## config.mk

```make
export PLATFORM = sky130hd
export DESIGN_NAME = brs_seq
export DESIGN_NICKNAME = d
export VERILOG_FILES = /design/src/rtl/brs_down_counter.v /design/src/rtl/brs_seq.v
export VERILOG_INCLUDE_DIRS = /design/src /design/src/rtl
export SDC_FILE = /design/constraint.sdc
export NUM_CORES = 1
export LEC_CHECK = 0
export BUFFER_PORTS_ARGS = -buffer_cell sky130_fd_sc_hd__clkbuf_2
export CORE_MARGIN = 1
export CORE_UTILIZATION = 55
export DETAILED_ROUTE_END_ITERATION = 6
export MAX_ROUTING_LAYER = met4
export PLACE_DENSITY_LB_ADDON = 0.25
export REMOVE_ABC_BUFFERS = 1
export SYNTH_ARGS = -nofsm -noshare
export SYNTH_HDL_FRONTEND = slang
export SYNTH_HIERARCHICAL = 1
export SYNTH_SLANG_ARGS = --single-unit
```

## constraint.sdc

```tcl
create_clock -name clk_sys -period 3.6 [get_ports clk_sys]
set_input_delay 0.36 -clock clk_sys [delete_from_list [all_inputs] [get_ports clk_sys]]
set_output_delay 0.36 -clock clk_sys [all_outputs]
set_load 0.01 [all_outputs]
```

## src/rtl/brs_regs.vh

```
// Constants for the linear burst sequencer: configuration field positions,
// reset value, burst length codes and latency figures.
// Assumes it is included by bare name from the design files.
`ifndef BRS_REGS_VH
`define BRS_REGS_VH

`define BRS_CFG_W              16
`define BRS_CFG_RESET          16'hEFC8
`define BRS_BIT_READ_MODE      15
`define BRS_BIT_BOUNDARY_LAT   14
`define BRS_WAIT_HI            13
`define BRS_WAIT_LO            11
`define BRS_BIT_READY_POL      10
`define BRS_BIT_WRAP           3
`define BRS_LEN_HI             2
`define BRS_LEN_LO             0

`define BRS_LEN_CONT           3'h0
`define BRS_LEN_8              3'h2
`define BRS_LEN_16             3'h3
`define BRS_LEN_32             3'h4
`define BRS_WORDS_8            6'h08
`define BRS_WORDS_16           6'h10
`define BRS_WORDS_32           6'h20

`define BRS_WAIT_MAX           3'h5
`define BRS_EDGE_OFFSET        3'h1
`define BRS_LINE_MASK          7'h7F
`define BRS_BOUNDARY_STALL     3'h1

`endif

```

## src/rtl/brs_down_counter.v

```verilog
// Loadable down counter that stops at zero.
// Assumes load and dec come from the same clock domain as clk_sys.
module brs_down_counter #(
	parameter W = 3
) (
	// Clock and reset
	input  wire         clk_sys,
	input  wire         rst,
	// Control
	input  wire         load,
	input  wire [W-1:0] load_val,
	input  wire         dec,
	// Count
	output reg  [W-1:0] cnt_ff
);
	localparam [W-1:0] ONE  = {{(W-1){1'b0}}, 1'b1};
	localparam [W-1:0] ZERO = {W{1'b0}};

	always @(posedge clk_sys)
	begin
		if (rst)
			cnt_ff <= ZERO;
		else if (load)
			cnt_ff <= load_val;
		else if (dec && (cnt_ff != ZERO))
			cnt_ff <= cnt_ff - ONE;
	end
endmodule

```

## src/rtl/brs_seq.v

```verilog
// Burst read address sequencer with its burst configuration register.
// Assumes the host drives ce_n, address_valid_strobe_n and addr_in synchronous to clk_sys,
// and that command decoding outside turns the set/read configuration sequences into pulses.
//
// Operation
// RULE_01: Linear burst outputs 8, 16 or 32 words.
// RULE_02: Groups aligned to the burst length.
// RULE_03: Wrap starts at address, returns to group start.
// RULE_04: Wrap delivers each group word once, ends.
// RULE_05: Wrapped bursts insert no boundary wait states.
// RULE_06: No-wrap burst increments count words, then stops.
// RULE_07: No-wrap burst pays boundary crossing latency.
// RULE_08: Host needs fresh address strobe after burst.
// RULE_09: Reset gives async mode, default configuration.
// RULE_10: Host configures register before burst operations.
// RULE_11: Chip select does not disturb configuration.
// RULE_12: Configuration register can be read back.
// RULE_13: Read mode bit: zero sync, one async.
// RULE_14: Boundary latency bit adds crossing wait state.
// RULE_15: Wait code n: data on edge n+2. Codes above 101 are clamped to 101 here, so 110 and 111 also give edge 7.
// RULE_16: Host picks wait code for its frequency.
// RULE_17: More initial waits, less later latency.
// RULE_18: Ready polarity bit: zero low, one high.
// RULE_19: Length codes 000, 010, 011, 100 decoded.
// RULE_20: Wrap bit: one wraps, zero does not.
// RULE_21: Line boundaries every 128 words.
// RULE_22: Wrap steps only low bits, high fixed.
`include "brs_regs.vh"

module brs_seq #(
	parameter ADDR_W = 24
) (
	// Clock and reset
	input  wire              clk_sys,
	input  wire              rst,
	// Host burst interface
	input  wire              ce_n,
	input  wire              address_valid_strobe_n,
	input  wire [ADDR_W-1:0] addr_in,
	output reg  [ADDR_W-1:0] word_addr_ff,
	output reg               word_valid_ff,
	output reg               rdy_ff,
	output reg               burst_active_ff,
	// Configuration access
	input  wire              cfg_wr,
	input  wire [15:0]       cfg_wdata,
	input  wire              cfg_rd,
	output reg  [15:0]       cfg_rdata_ff,
	output reg  [15:0]       burst_configuration_ff
);
	localparam [3:0] ST_IDLE  = 4'h1;
	localparam [3:0] ST_WAIT  = 4'h2;
	localparam [3:0] ST_DATA  = 4'h4;
	localparam [3:0] ST_STALL = 4'h8;
	localparam [5:0] ONE6     = 6'h01;
	localparam [2:0] ONE3     = 3'h1;
	localparam [ADDR_W-1:0] ONE_A = {{(ADDR_W-1){1'b0}}, 1'b1};

	reg  [3:0]        state_ff;
	reg  [3:0]        nxt_state;
	reg  [ADDR_W-1:0] nxt_word_addr;
	reg               nxt_word_valid;
	reg  [5:0]        words_left_ff;
	reg  [5:0]        nxt_words_left;
	reg               first_ff;
	reg               nxt_first;
	reg  [2:0]        early_stall_ff;
	reg  [2:0]        nxt_early_stall;
	reg               cnt_load;
	reg  [2:0]        cnt_load_val;
	reg               cnt_dec;
	reg  [5:0]        len_words;
	reg  [ADDR_W-1:0] grp_mask;
	reg  [ADDR_W-1:0] step_addr;
	reg  [2:0]        wait_n;
	wire [2:0]        cnt;

	wire       read_async   = burst_configuration_ff[`BRS_BIT_READ_MODE];
	wire       boundary_lat = burst_configuration_ff[`BRS_BIT_BOUNDARY_LAT];
	wire [2:0] wait_code    = burst_configuration_ff[`BRS_WAIT_HI:`BRS_WAIT_LO];
	wire       ready_pol    = burst_configuration_ff[`BRS_BIT_READY_POL];
	wire       wrap_en      = burst_configuration_ff[`BRS_BIT_WRAP];
	wire [2:0] len_code     = burst_configuration_ff[`BRS_LEN_HI:`BRS_LEN_LO];
	wire       continuous   = (len_words == 6'h00);
	wire       latch        = ~ce_n & ~address_valid_strobe_n & ~read_async; // [RULE_13]

	brs_down_counter #(
		.W (3)
	) u_wait_cnt (
		.clk_sys  (clk_sys),
		.rst      (rst),
		.load     (cnt_load),
		.load_val (cnt_load_val),
		.dec      (cnt_dec),
		.cnt_ff   (cnt)
	);

	// Burst length and group mask; reserved codes fall back to plain increments without an end.
	always @*
	begin
		len_words = 6'h00;
		case (len_code)
			`BRS_LEN_8:  len_words = `BRS_WORDS_8;  // [RULE_19] [RULE_01]
			`BRS_LEN_16: len_words = `BRS_WORDS_16; // [RULE_19] [RULE_01]
			`BRS_LEN_32: len_words = `BRS_WORDS_32; // [RULE_19] [RULE_01]
			default:     len_words = 6'h00;
		endcase
		grp_mask = {{(ADDR_W-6){1'b0}}, len_words - ONE6}; // [RULE_02]
		wait_n   = (wait_code > `BRS_WAIT_MAX) ? `BRS_WAIT_MAX : wait_code;
		if (wrap_en && !continuous)
			step_addr = (word_addr_ff & ~grp_mask) | ((word_addr_ff + ONE_A) & grp_mask); // [RULE_03] [RULE_22] [RULE_20]
		else
			step_addr = word_addr_ff + ONE_A; // [RULE_06]
	end

	always @*
	begin
		nxt_state       = state_ff;
		nxt_word_addr   = word_addr_ff;
		nxt_word_valid  = word_valid_ff;
		nxt_words_left  = words_left_ff;
		nxt_first       = first_ff;
		nxt_early_stall = early_stall_ff;
		cnt_load        = 1'b0;
		cnt_load_val    = 3'h0;
		cnt_dec         = 1'b0;
		if (ce_n)
		begin
			nxt_state      = ST_IDLE;
			nxt_word_valid = 1'b0;
		end
		else if (latch)
		begin
			// A new strobe restarts the sequence, even in the middle of a burst.
			nxt_state       = ST_WAIT;
			nxt_word_addr   = addr_in;
			nxt_word_valid  = 1'b0;
			nxt_words_left  = len_words;
			nxt_first       = 1'b1;
			cnt_load        = 1'b1;
			cnt_load_val    = wait_n + `BRS_EDGE_OFFSET; // [RULE_15]
			// Short initial latency leaves the array behind after the first word; a longer one hides it.
			nxt_early_stall = (addr_in[1:0] > wait_n[1:0] && wait_n < 3'h4) ?
				{1'b0, addr_in[1:0]} - wait_n : 3'h0; // [RULE_17]
		end
		else
		begin
			case (state_ff)
				ST_IDLE:
				begin
					nxt_word_valid = 1'b0; // [RULE_08]
				end
				ST_WAIT, ST_STALL:
				begin
					cnt_dec = 1'b1;
					if (cnt == ONE3)
					begin
						nxt_state      = ST_DATA;
						nxt_word_valid = 1'b1; // [RULE_15]
					end
				end
				ST_DATA:
				begin
					nxt_first      = 1'b0;
					nxt_words_left = words_left_ff - ONE6;
					if (!continuous && words_left_ff == ONE6)
					begin
						nxt_state      = ST_IDLE; // [RULE_04] [RULE_06] [RULE_08]
						nxt_word_valid = 1'b0;
					end
					else
					begin
						nxt_word_addr = step_addr;
						if (first_ff && early_stall_ff != 3'h0)
						begin
							nxt_state      = ST_STALL;
							nxt_word_valid = 1'b0;
							cnt_load       = 1'b1;
							cnt_load_val   = early_stall_ff; // [RULE_17]
						end
						else if (!(wrap_en && !continuous) && boundary_lat &&
							((step_addr[6:0] & `BRS_LINE_MASK) == 7'h00))
						begin
							nxt_state      = ST_STALL;
							nxt_word_valid = 1'b0;
							cnt_load       = 1'b1;
							cnt_load_val   = `BRS_BOUNDARY_STALL; // [RULE_07] [RULE_14] [RULE_21] [RULE_05]
						end
					end
				end
				default:
				begin
					nxt_state      = ST_IDLE;
					nxt_word_valid = 1'b0;
				end
			endcase
		end
	end

	always @(posedge clk_sys)
	begin
		if (rst)
		begin
			state_ff        <= ST_IDLE;
			word_addr_ff    <= {ADDR_W{1'b0}};
			word_valid_ff   <= 1'b0;
			words_left_ff   <= 6'h00;
			first_ff        <= 1'b0;
			early_stall_ff  <= 3'h0;
			burst_active_ff <= 1'b0;
			rdy_ff          <= 1'b0;
		end
		else
		begin
			state_ff        <= nxt_state;
			word_addr_ff    <= nxt_word_addr;
			word_valid_ff   <= nxt_word_valid;
			words_left_ff   <= nxt_words_left;
			first_ff        <= nxt_first;
			early_stall_ff  <= nxt_early_stall;
			burst_active_ff <= (nxt_state != ST_IDLE);
			// Polarity is taken from the current register; a change shows on the next edge.
			rdy_ff          <= ready_pol ? nxt_word_valid : ~nxt_word_valid; // [RULE_18]
		end
	end

	// The configuration register ignores chip select so settings survive deselection.
	always @(posedge clk_sys)
	begin
		if (rst)
		begin
			burst_configuration_ff <= `BRS_CFG_RESET; // [RULE_09]
			cfg_rdata_ff           <= 16'h0000;
		end
		else
		begin
			if (cfg_wr)
				burst_configuration_ff <= cfg_wdata; // [RULE_11]
			if (cfg_rd)
				cfg_rdata_ff <= burst_configuration_ff; // [RULE_12]
		end
	end
endmodule

```

==> metrics, run 1 <==
status=completed; Final Wtd Congestion=0.832; Hold EP=burst_configuration_ff[14]; Startpoint Class=flop; Hold Crit Class=in2reg; cell leakage power=about 2.0 nW; Clk Latency, worst-skew pair=approximately 0.35 ns; die area=about 7400 sq um; initial antenna violation count=0; # IOs=~110; Distinct cells, synth=55; Worst Clk Skew=0.00572 ns; Post-synth EDFFs=0; worst hold start=cfg_wdata[14]; layout cell share with drive strength beyond 1=between 20% and 30%; VDD IR max=about 0.00026 V; CP max stage delay=about 0.45 ns; Via Count=approximately 3.5k; critical path's top delay family=simple AND/OR/NAND/NOR gates; vias in the first global route=between 3k and 4k; Max Slew Vio Count=0; hpwl dp=around 6.2 mm; sequential cell area fraction in the yosys report=39.3%; Iteration-0 DRC Markers=221; Clock Tree Buf Depth=2; Antenna diodes=0; crit-path cells=ha_1, and2_1, nor4b_2, xnor2_1, a41oi_2, nand2b_1, nand2_1, or3_1, a31oi_1; Layout fillers=about 570; Final #Nets=about 600; post-synthesis register bit count=76; Num CTS Buffers=9; Global Route Usage Sum=a little over a quarter; clock-pin slew on the worst setup and hold paths=roughly 0.08 ns; post-CTS setup buffers=0; H-tree Lvls=3; WP data required=~3.9 ns; endpoints failing setup=0; Worst-Margin Slew=about 0.7 ns; worst reg-to-reg path cell count=9; crit end category=flop; Warnings, synthesis=6; Slew headroom=52.0%; die height=85.9 um; Synth async-reset ratio=0%; first-pass GRT wire length=between 10 and 15 mm; via/cell ratio=~5.5; average cell area after synthesis=8.82 sq um; area share of the largest cell type after synthesis=39.3%; CP startpoint=word_addr_ff[0]; pwr/cell area=between 400 and 500 nW/um^2; FF/Latch Area=roughly 1500 sq um; largest cells by area after synthesis=dfxtp_1, nor2_1, mux2i_1; Bufs and invs on worst path=0; Reg2Reg Capture Point=u_wait_cnt/cnt_ff[1]; Final Hold Viols=0; FF-to-FF Start=word_addr_ff[0]; WL/cell=13.9 um; unrepaired setup endpoints after global routing=no; Root Buffer=clkbuf_8; hold path depth=2; chip width=~86 um; max-cap check violation count=0; total grt overflow=0; Register-to-Register Setup Slack=0.96 ns; DRT Wirelength=8.80 mm; Synth Flop Type=dfxtp_1; cts repair resizes=0; Final Cycle Share=roughly three quarters; area of the multi-input gates=between 2000 and 2500 sq um; total iterations of the first detailed-routing run=4; largest net degree at the start of global routing=36; ANT nets after route=0; Mapped Cells=between 400 and 500; crit path DAT=a little under 3 ns; dominant cell type by area after synthesis=dfxtp_1; number of port buffers=about 100; Core Area=between 6000 and 7000 sq um; cts hold-fix bufs=0; fin util=between 60 and 70%; # rows=30; DR DRC count=0; WS Path Type=reg2reg; area grow syn2layout=20.8%; CP max stage cell=dfxtp_1; Synth Cell Area=3870 sq um; Period minus WS final=about 2.6 ns; starting density of the core=between 50% and 60%; CTS Sinks=76; Setup TNS=0 ns; CTS tree=done; Max Clk Rate=between 0.3 and 0.4 GHz; CP Max Fanout=8
## cell usage in the layout, fill, tap and decap left out, types with 3 or more instances in the layout
cell	count
nand4_1	9
mux2i_1	22
dfxtp_1	76
a21o_1	3
nor4b_1	3
buf_4	3
a31oi_1	5
xor2_1	17
nand2b_1	5
ha_1	9
a21oi_1	25
nor2_1	59
nand3_1	10
xnor2_1	12
bufinv_16	3
o21ai_0	10
nand3b_1	4
nor3_1	11
a211o_1	11
or3_1	5
clkbuf_8	10
a211oi_2	4
nor2b_1	15
nand2_1	22
clkbuf_2	104
inv_1	13
a211oi_1	24
## report_power, final
part / leakage, nW / internal [mW] / total (mW) / switching, mW
Clock: 0.122 / 0.480 / 0.809 / 0.330
Combinational: 1.23 / 0.0917 / 0.198 / 0.106
Sequential: 0.622 / 0.876 / 0.912 / 0.0364
## worst max path at each step
| stage | endpoint | slack (ns) | cells past startpoint |
|---|---|---|---|
| finish | u_wait_cnt/cnt_ff[1] | 0.96 | 9 |
| detailed placement | u_wait_cnt/cnt_ff[1] | 1.0 | 9 |
| floorplan | u_wait_cnt/cnt_ff[1] | 1.10 | 4 |
| global placement | u_wait_cnt/cnt_ff[1] | 1.16 | 8 |
| global route | u_wait_cnt/cnt_ff[1] | 0.71 | 9 |
| CTS | u_wait_cnt/cnt_ff[1] | 0.97 | 9 |
## final cells by class
class / count / share of cell area, %
Inverter: 13 / 1.04
Timing Repair Buffer: 107 / 11.6
Multi-Input combinational cell: 324 / 46.9
Sequential cell: 76 / 32.5
Clock inverter: 6 / 2.38
Clock buffer: 10 / 2.94
Tap cell: 96 / 2.57
## synth_stat cells (3+ instances only)
library cell and instances:
nand3b_1 4, nand4_1 9, clkbuf_1 22, a211o_1 11
a31oi_1 5, a21o_1 3, nor4b_1 3, dfxtp_1 76
buf_2 3, nand3_1 10, nor3_1 11, a21oi_1 25
xor2_1 17, or3_1 6, nor2b_1 15, mux2i_1 22
nand2_1 22, nand2b_1 5, a211oi_2 4, xnor2_1 12
inv_1 13, o21ai_0 10, nor2_1 59, a211oi_1 24
ha_1 9
## stage by stage
stage	instance area (sq um)	hold WS (ns)	std cells	worst slack (ns)	power [mW]
2_1_floorplan	3760	0.425	413	1.10	1.03
3_3_place_gp	4430	0.466	616	1.16	1.12
3_5_place_dp	4430	0.473	616	0.999	1.13
4_1_cts	4680	0.200	632	0.968	1.93
5_1_grt	4680	0.203	632	0.715	2.00
6_report	4680	0.211	632	0.956	1.92
## cells by family after synthesis
logic type | Yosys count | synth area share, %
adder cells (fa/ha/maj) | 10 | 3.42
AO/OA/AOI/OAI | 96 | 17.9
multiplexers | 23 | 5.98
XOR/XNOR | 29 | 6.56
flip-flops | 76 | 39.3
buffers and inverters | 39 | 4.07
AND/OR/NAND/NOR | 166 | 22.8
## metal layers
layer / wire (um) / share of wire, % / up-vias / global-route usage (%)
met5: 0 / 0 / - / -
met4: 122 / 1.4 / 0 / 11.7
met3: 418 / 4.8 / 12 / 4.14
met2: 4060 / 46 / 113 / 41.2
met1: 4190 / 48 / 1606 / 32.9
li1: - / - / 1758 / -
## sequential cells by signal, summed over array words and instances (netlist names)
signal / flops
word_addr_ff: 24
burst_configuration_ff: 16
word_valid_ff: 1
burst_active_ff: 1
u_wait_cnt/cnt_ff: 3
cfg_rdata_ff: 16
rdy_ff: 1
words_left_ff: 6
first_ff: 1
state_ff: 4
early_stall_ff: 3
(Power assumes the default switching activity.)
==> run 2, diff against run 1 <==
- CORE_UTILIZATION: 55 -> 53
- clock period: 3.6 -> 2.5 ns (I/O delays scaled with it)
==> metrics, run 2 (synthesis gave the netlist of run 1 again) <==
Startpoint Class=flop (unchanged); Register-to-Register Setup Slack=0.15 ns (was 0.96 ns); Hold Slack=0.0927 ns (was 0.211 ns); CTS tree=done (unchanged); max-cap check violation count=0 (unchanged); hold path depth=2 (unchanged); commonest non-fill, non-tap cells in the layout=clkbuf_2, dfxtp_1, nor2_1 (unchanged); FF-to-FF Start=burst_configuration_ff[3] (was word_addr_ff[0]); largest net degree at the start of global routing=47 (was 36); flip-flop count of the largest register after layout=24 (unchanged); Period minus WS final=2.35 ns (was 2.64 ns); register name with the most flops=word_addr_ff (unchanged); area of the multi-input gates=2230 sq um (was 2190 sq um); Bufs and invs on worst path=0 (unchanged); Largest regs=word_addr_ff: 24 flops, burst_configuration_ff: 16 flops, cfg_rdata_ff: 16 flops (unchanged); worst hold start=cfg_wdata[13] (was cfg_wdata[14]); layout cell share with drive strength beyond 1=28.8% (was 25.7%); CP max stage cell=dfxtp_1 (unchanged); first-pass GRT wire length=15.4 mm (was 14.9 mm); crit path DAT=2.64 ns (was 2.92 ns); CTS Sinks=76 (unchanged); ANT nets after route=0 (unchanged); Final #Nets=603 (was 587); # rows=30 (unchanged); Final Cycle Share=94.2% (was 73.4%); Final Wtd Congestion=0.837 (was 0.832); Antenna diodes=0 (unchanged); CP max stage delay=0.40 ns (was 0.45 ns); Layout fillers=584 (was 568); # IOs=105 (unchanged); clock-pin slew on the worst setup and hold paths=0.09 ns (was 0.08 ns); Post-Place Worst Slack=0.0618 ns (was 0.999 ns); crit end category=flop (unchanged); Hold EP=burst_configuration_ff[13] (was burst_configuration_ff[14]); worst reg-to-reg path cell count=8 (was 9); number of port buffers=104 (unchanged); WS Path Type=reg2reg (unchanged); total grt overflow=0 (unchanged); Via Count=3,570 (was 3,489); Global Route Usage Sum=26.4% (was 26.0%); total iterations of the first detailed-routing run=4 (unchanged); die area=7650 sq um (was 7380 sq um); Clk Latency, worst-skew pair=0.36 ns (was 0.35 ns); WP data required=2.78 ns (was 3.88 ns); unrepaired setup endpoints after global routing=no (unchanged); Final WS setup=0.146 ns (was 0.956 ns); chip width=87.5 um (was 85.9 um); Core Area=6940 sq um (was 6790 sq um); cell leakage power=2.03 nW (was 1.97 nW); Iteration-0 DRC Markers=167 (was 221); FF/Latch Area=1520 sq um (about the same); Num CTS Buffers=9 (unchanged); status=completed (unchanged); Worst Clk Skew=0.00754 ns (was 0.00572 ns); initial antenna violation count=0 (unchanged); Setup TNS=0 ns (unchanged); Max Clk Rate=0.425 GHz (was 0.378 GHz); pwr/cell area=530 nW/um^2 (was 410 nW/um^2); DRT Wirelength=9.41 mm (was 8.80 mm); H-tree Lvls=3 (unchanged); most common cell after layout, fill and taps aside=clkbuf_2 (unchanged); Slew headroom=49.1% (was 52.0%); Max Slew Vio Count=0 (unchanged); total power=2.54 mW (was 1.92 mW); vias in the first global route=3,461 (was 3,316); starting density of the core=55.8% (was 57.0%); Final Hold Viols=0 (unchanged); Reg2Reg Capture Point=u_wait_cnt/cnt_ff[1] (unchanged); Worst-Margin Slew=0.761 ns (was 0.717 ns); WL/cell=14.5 um (was 13.9 um); hpwl dp=6.63 mm (was 6.25 mm); VDD IR max=0.000421 V (was 0.000255 V); via/cell ratio=5.51 (was 5.52); Clock Tree Buf Depth=2 (unchanged); critical path's top delay family=simple AND/OR/NAND/NOR gates (unchanged); CP Max Fanout=9 (was 8); crit-path cells=and3b_1, nor4b_2, o21bai_1, a41oi_2, nand2b_1, nand2_2, or3_1, a31oi_1 (was ha_1, and2_1, nor4b_2, xnor2_1, a41oi_2, nand2b_1, nand2_1, or3_1, a31oi_1); DR DRC count=0 (unchanged); Hold Crit Class=in2reg (unchanged); endpoints failing setup=0 (unchanged); Root Buffer=clkbuf_8 (unchanged); area grow syn2layout=23.6% (was 20.8%); die height=87.5 um (was 85.9 um)
[run 2: cell type report]
| type | count | share of cell area [%] |
|---|---|---|
| clock buffer | 9 | 2.59 |
| clock inverter | 7 | 1.36 |
| inverter | 13 | 1.02 |
| multi-input combinational | 324 | 46.5 |
| sequential | 76 | 31.9 |
| tap | 96 | 2.51 |
| timing repair buffer | 123 | 14.1 |
[run 2: per-layer routing]
layer / wire (um) / share of wire (%) / up-vias / global-route usage (%)
li1: - / - / 1781 / -
met1: 4240 / 45 / 1663 / 30.6
met2: 4540 / 48 / 118 / 45.0
met3: 554 / 5.9 / 8 / 7.39
met4: 72 / 0.77 / 0 / 6.41
met5: 0 / 0 / - / -
[run 2: report_power, final]
group / internal (mW) / switching [mW]
logic: 0.146 / 0.165
registers: 1.26 / 0.0496
clock network: 0.386 / 0.526
total: 1.79 / 0.741
[run 2: worst max-delay path by stage]
stage / start / endpoint / slack (ns) / cells past startpoint
2_1_floorplan: burst_configuration_ff[15] / u_wait_cnt/cnt_ff[1] / -0.003 / 4
3_3_place_gp: burst_configuration_ff[2] / u_wait_cnt/cnt_ff[1] / 0.16 / 8
3_5_place_dp: burst_configuration_ff[2] / u_wait_cnt/cnt_ff[1] / 0.06 / 8
4_1_cts: burst_configuration_ff[2] / u_wait_cnt/cnt_ff[1] / 0.004 / 8
5_1_grt: word_addr_ff[1] / u_wait_cnt/cnt_ff[2] / 0.02 / 9
6_report: burst_configuration_ff[3] / u_wait_cnt/cnt_ff[1] / 0.15 / 8
[run 2: worst register-to-register path: cells and delay by family, from the launching register on]
| kind | cells | cell delay, ns |
|---|---|---|
| AOI/OAI and AO/OA | 3 | 0.60 |
| DFF | 1 | 0.40 |
| and+or+nand+nor | 5 | 1.28 |
[run 2: what timing repair did]
action	CTS	global route
setup endpoints to repair	0	2
resized for setup	0	7
buffers inserted	0	2
hold buffers	0	0
[run 2: per-stage QoR]
| step | cell area (sq um) | std cells | util [%] |
|---|---|---|---|
| 2_1_floorplan | 3760 | 413 | - |
| 3_3_place_gp | 4550 | 630 | 65.5 |
| 3_5_place_dp | 4550 | 630 | 65.5 |
| 4_1_cts | 4730 | 646 | 68.2 |
| 5_1_grt | 4780 | 648 | 68.9 |
| 6_report | 4780 | 648 | 68.9 |
==> run 3, diff against run 2 <==
- CORE_MARGIN: 1 -> 2
- RECOVER_POWER: not set -> 100
==> metrics, run 3 (synthesis gave the netlist of run 1 again) <==
status=completed (unchanged); Seq pwr share=51.1% (was 51.7%); design area=4680 sq um (was 4780 sq um); critical path's top delay family=simple AND/OR/NAND/NOR gates (unchanged); Final WS setup=0.127 ns (was 0.146 ns); most common cell after layout, fill and taps aside=dfxtp_1 (was clkbuf_2); Clk pwr share=37.3% (was 36.0%); Final Wtd Congestion=0.893 (was 0.837); Worst-Margin Slew=1.22 ns (was 0.761 ns); max-cap check violation count=0 (unchanged); hpwl dp=6.64 mm (was 6.63 mm); Slew headroom=18.5% (was 49.1%); CP max stage cell=or3b_2 (was dfxtp_1); total grt overflow=0 (unchanged); Root Buffer=clkbuf_8 (unchanged); unrepaired setup endpoints after global routing=no (unchanged); CTS tree=done (unchanged); WL/cell=14.1 um (was 14.5 um); most crowded layer after global routing=met2 (unchanged); register name with the most flops=word_addr_ff (unchanged); clock-pin slew on the worst setup and hold paths=0.09 ns (about the same); Hold Slack=0.0939 ns (was 0.0927 ns); Num CTS Buffers=9 (unchanged); # IOs=105 (unchanged); Setup TNS=0 ns (unchanged); pwr/cell area=547 nW/um^2 (was 530 nW/um^2); endpoints failing setup=0 (unchanged); Hold Crit Class=in2reg (unchanged); H-tree Lvls=3 (unchanged); Worst Clk Skew=0.00651 ns (was 0.00754 ns); post-placement cell area=4550 sq um (about the same); Clk Latency, worst-skew pair=0.36 ns (about the same); crit path DAT=2.65 ns (was 2.64 ns); die area=8010 sq um (was 7650 sq um); Period minus WS final=2.37 ns (was 2.35 ns); Largest regs=word_addr_ff: 24 flops, burst_configuration_ff: 16 flops, cfg_rdata_ff: 16 flops (unchanged); via/cell ratio=5.42 (was 5.51); sw power=0.702 mW (was 0.741 mW); Iteration-0 DRC Markers=149 (was 167); CP Max Fanout=8 (was 9); met2 Use GR=39.8% (was 45.0%); Max Clk Rate=0.421 GHz (was 0.425 GHz); WP data required=2.78 ns (about the same); first-pass GRT wire length=15.0 mm (was 15.4 mm); total iterations of the first detailed-routing run=4 (unchanged); CTS Sinks=76 (unchanged); cell leakage power=1.84 nW (was 2.03 nW); met1 Use GR=30.3% (was 30.6%); Internal=1.86 mW (was 1.79 mW); # rows=31 (was 30); WS Path Type=reg2reg (unchanged); die height=89.5 um (was 87.5 um); Startpoint Class=flop (unchanged); flip-flop count of the largest register after layout=24 (unchanged); Core Area=7180 sq um (was 6940 sq um); cts hold-fix bufs=0 (unchanged); Global Route Usage Sum=24.7% (was 26.4%); largest net degree at the start of global routing=46 (was 47); initial antenna violation count=0 (unchanged); DRT Wirelength=9.19 mm (was 9.41 mm); layout cell share with drive strength beyond 1=17.6% (was 28.8%); starting density of the core=54.0% (was 55.8%); total power=2.56 mW (was 2.54 mW); fin util=65.3% (was 68.9%); Via Count=3,522 (was 3,570); CP max stage delay=0.50 ns (was 0.40 ns); Bufs and invs on worst path=0 (unchanged); commonest non-fill, non-tap cells in the layout=dfxtp_1, nor2_1, clkbuf_1 (was clkbuf_2, dfxtp_1, nor2_1); vias in the first global route=3,302 (was 3,461); Post-Place Worst Slack=0.0320 ns (was 0.0618 ns); DR DRC count=0 (unchanged); Stages on worst setup path=8 (unchanged); area grow syn2layout=21.0% (was 23.6%); crit-path cells=or3b_2, nand2_1, a221oi_1, a41oi_2, nand2b_1, nand2_1, or3_1, a31oi_1 (was and3b_1, nor4b_2, o21bai_1, a41oi_2, nand2b_1, nand2_2, or3_1, a31oi_1); most frequent CP cell=nand2_1; ANT nets after route=0 (unchanged); Inst Count DP=633 (was 630); Final #Nets=602 (was 603); number of port buffers=104 (unchanged); Final Cycle Share=94.9% (was 94.2%); VDD IR max=0.000495 V (was 0.000421 V); hold path depth=2 (unchanged); Antenna diodes=0 (unchanged); Sw Ratio=27.4% (was 29.2%); Finished Layout Cells=650 (was 648); GR Util met3=5.45% (was 7.39%); Comb pwr share=11.6% (was 12.3%); Final Hold Viols=0 (unchanged); Max Slew Vio Count=0 (unchanged); worst reg-to-reg path cell count=8 (unchanged); chip width=89.5 um (was 87.5 um); crit end category=flop (unchanged); Clock Tree Buf Depth=2 (unchanged)
==> run 3: per-layer routing <==
| layer | wire length [um] | vias up |
|---|---|---|
| li1 | - | 1782 |
| met1 | 4260 | 1609 |
| met2 | 4230 | 117 |
| met3 | 573 | 14 |
| met4 | 127 | 0 |
| met5 | 0 | - |
==> run 3: final cells by class <==
class | count | area [sq um]
fillers | 640 | 2490
multi-input cells | 324 | 2210
flip-flops and latches | 76 | 1520
repair buffers | 122 | 579
clock buffers | 9 | 124
well taps | 99 | 124
clock inverters | 7 | 76.3
inverters | 13 | 48.8
==> run 3: final timing paths <==
path         slack [ns]                   endpoint                 startpoint
min                0.09  burst_configuration_ff[8]               cfg_wdata[8]
min reg2reg        0.50            cfg_rdata_ff[6]            cfg_rdata_ff[6]
max                0.13       u_wait_cnt/cnt_ff[2]  burst_configuration_ff[2]
max reg2reg        0.13       u_wait_cnt/cnt_ff[2]  burst_configuration_ff[2]
==> run 3: what timing repair did <==
item                       in CTS  in global routing
resized for setup               0                  6
setup buffers                   0                  1
setup endpoints to repair       0                  2
==> run 3: power by group through the flow <==
stage	logic (mW)	registers [mW]	clock network, mW
6_report	0.298	1.31	0.956
5_1_grt	0.330	1.32	1.03
4_1_cts	0.311	1.31	0.977
3_5_place_dp	0.309	1.34	0
3_3_place_gp	0.302	1.33	0
2_1_floorplan	0.121	1.36	0
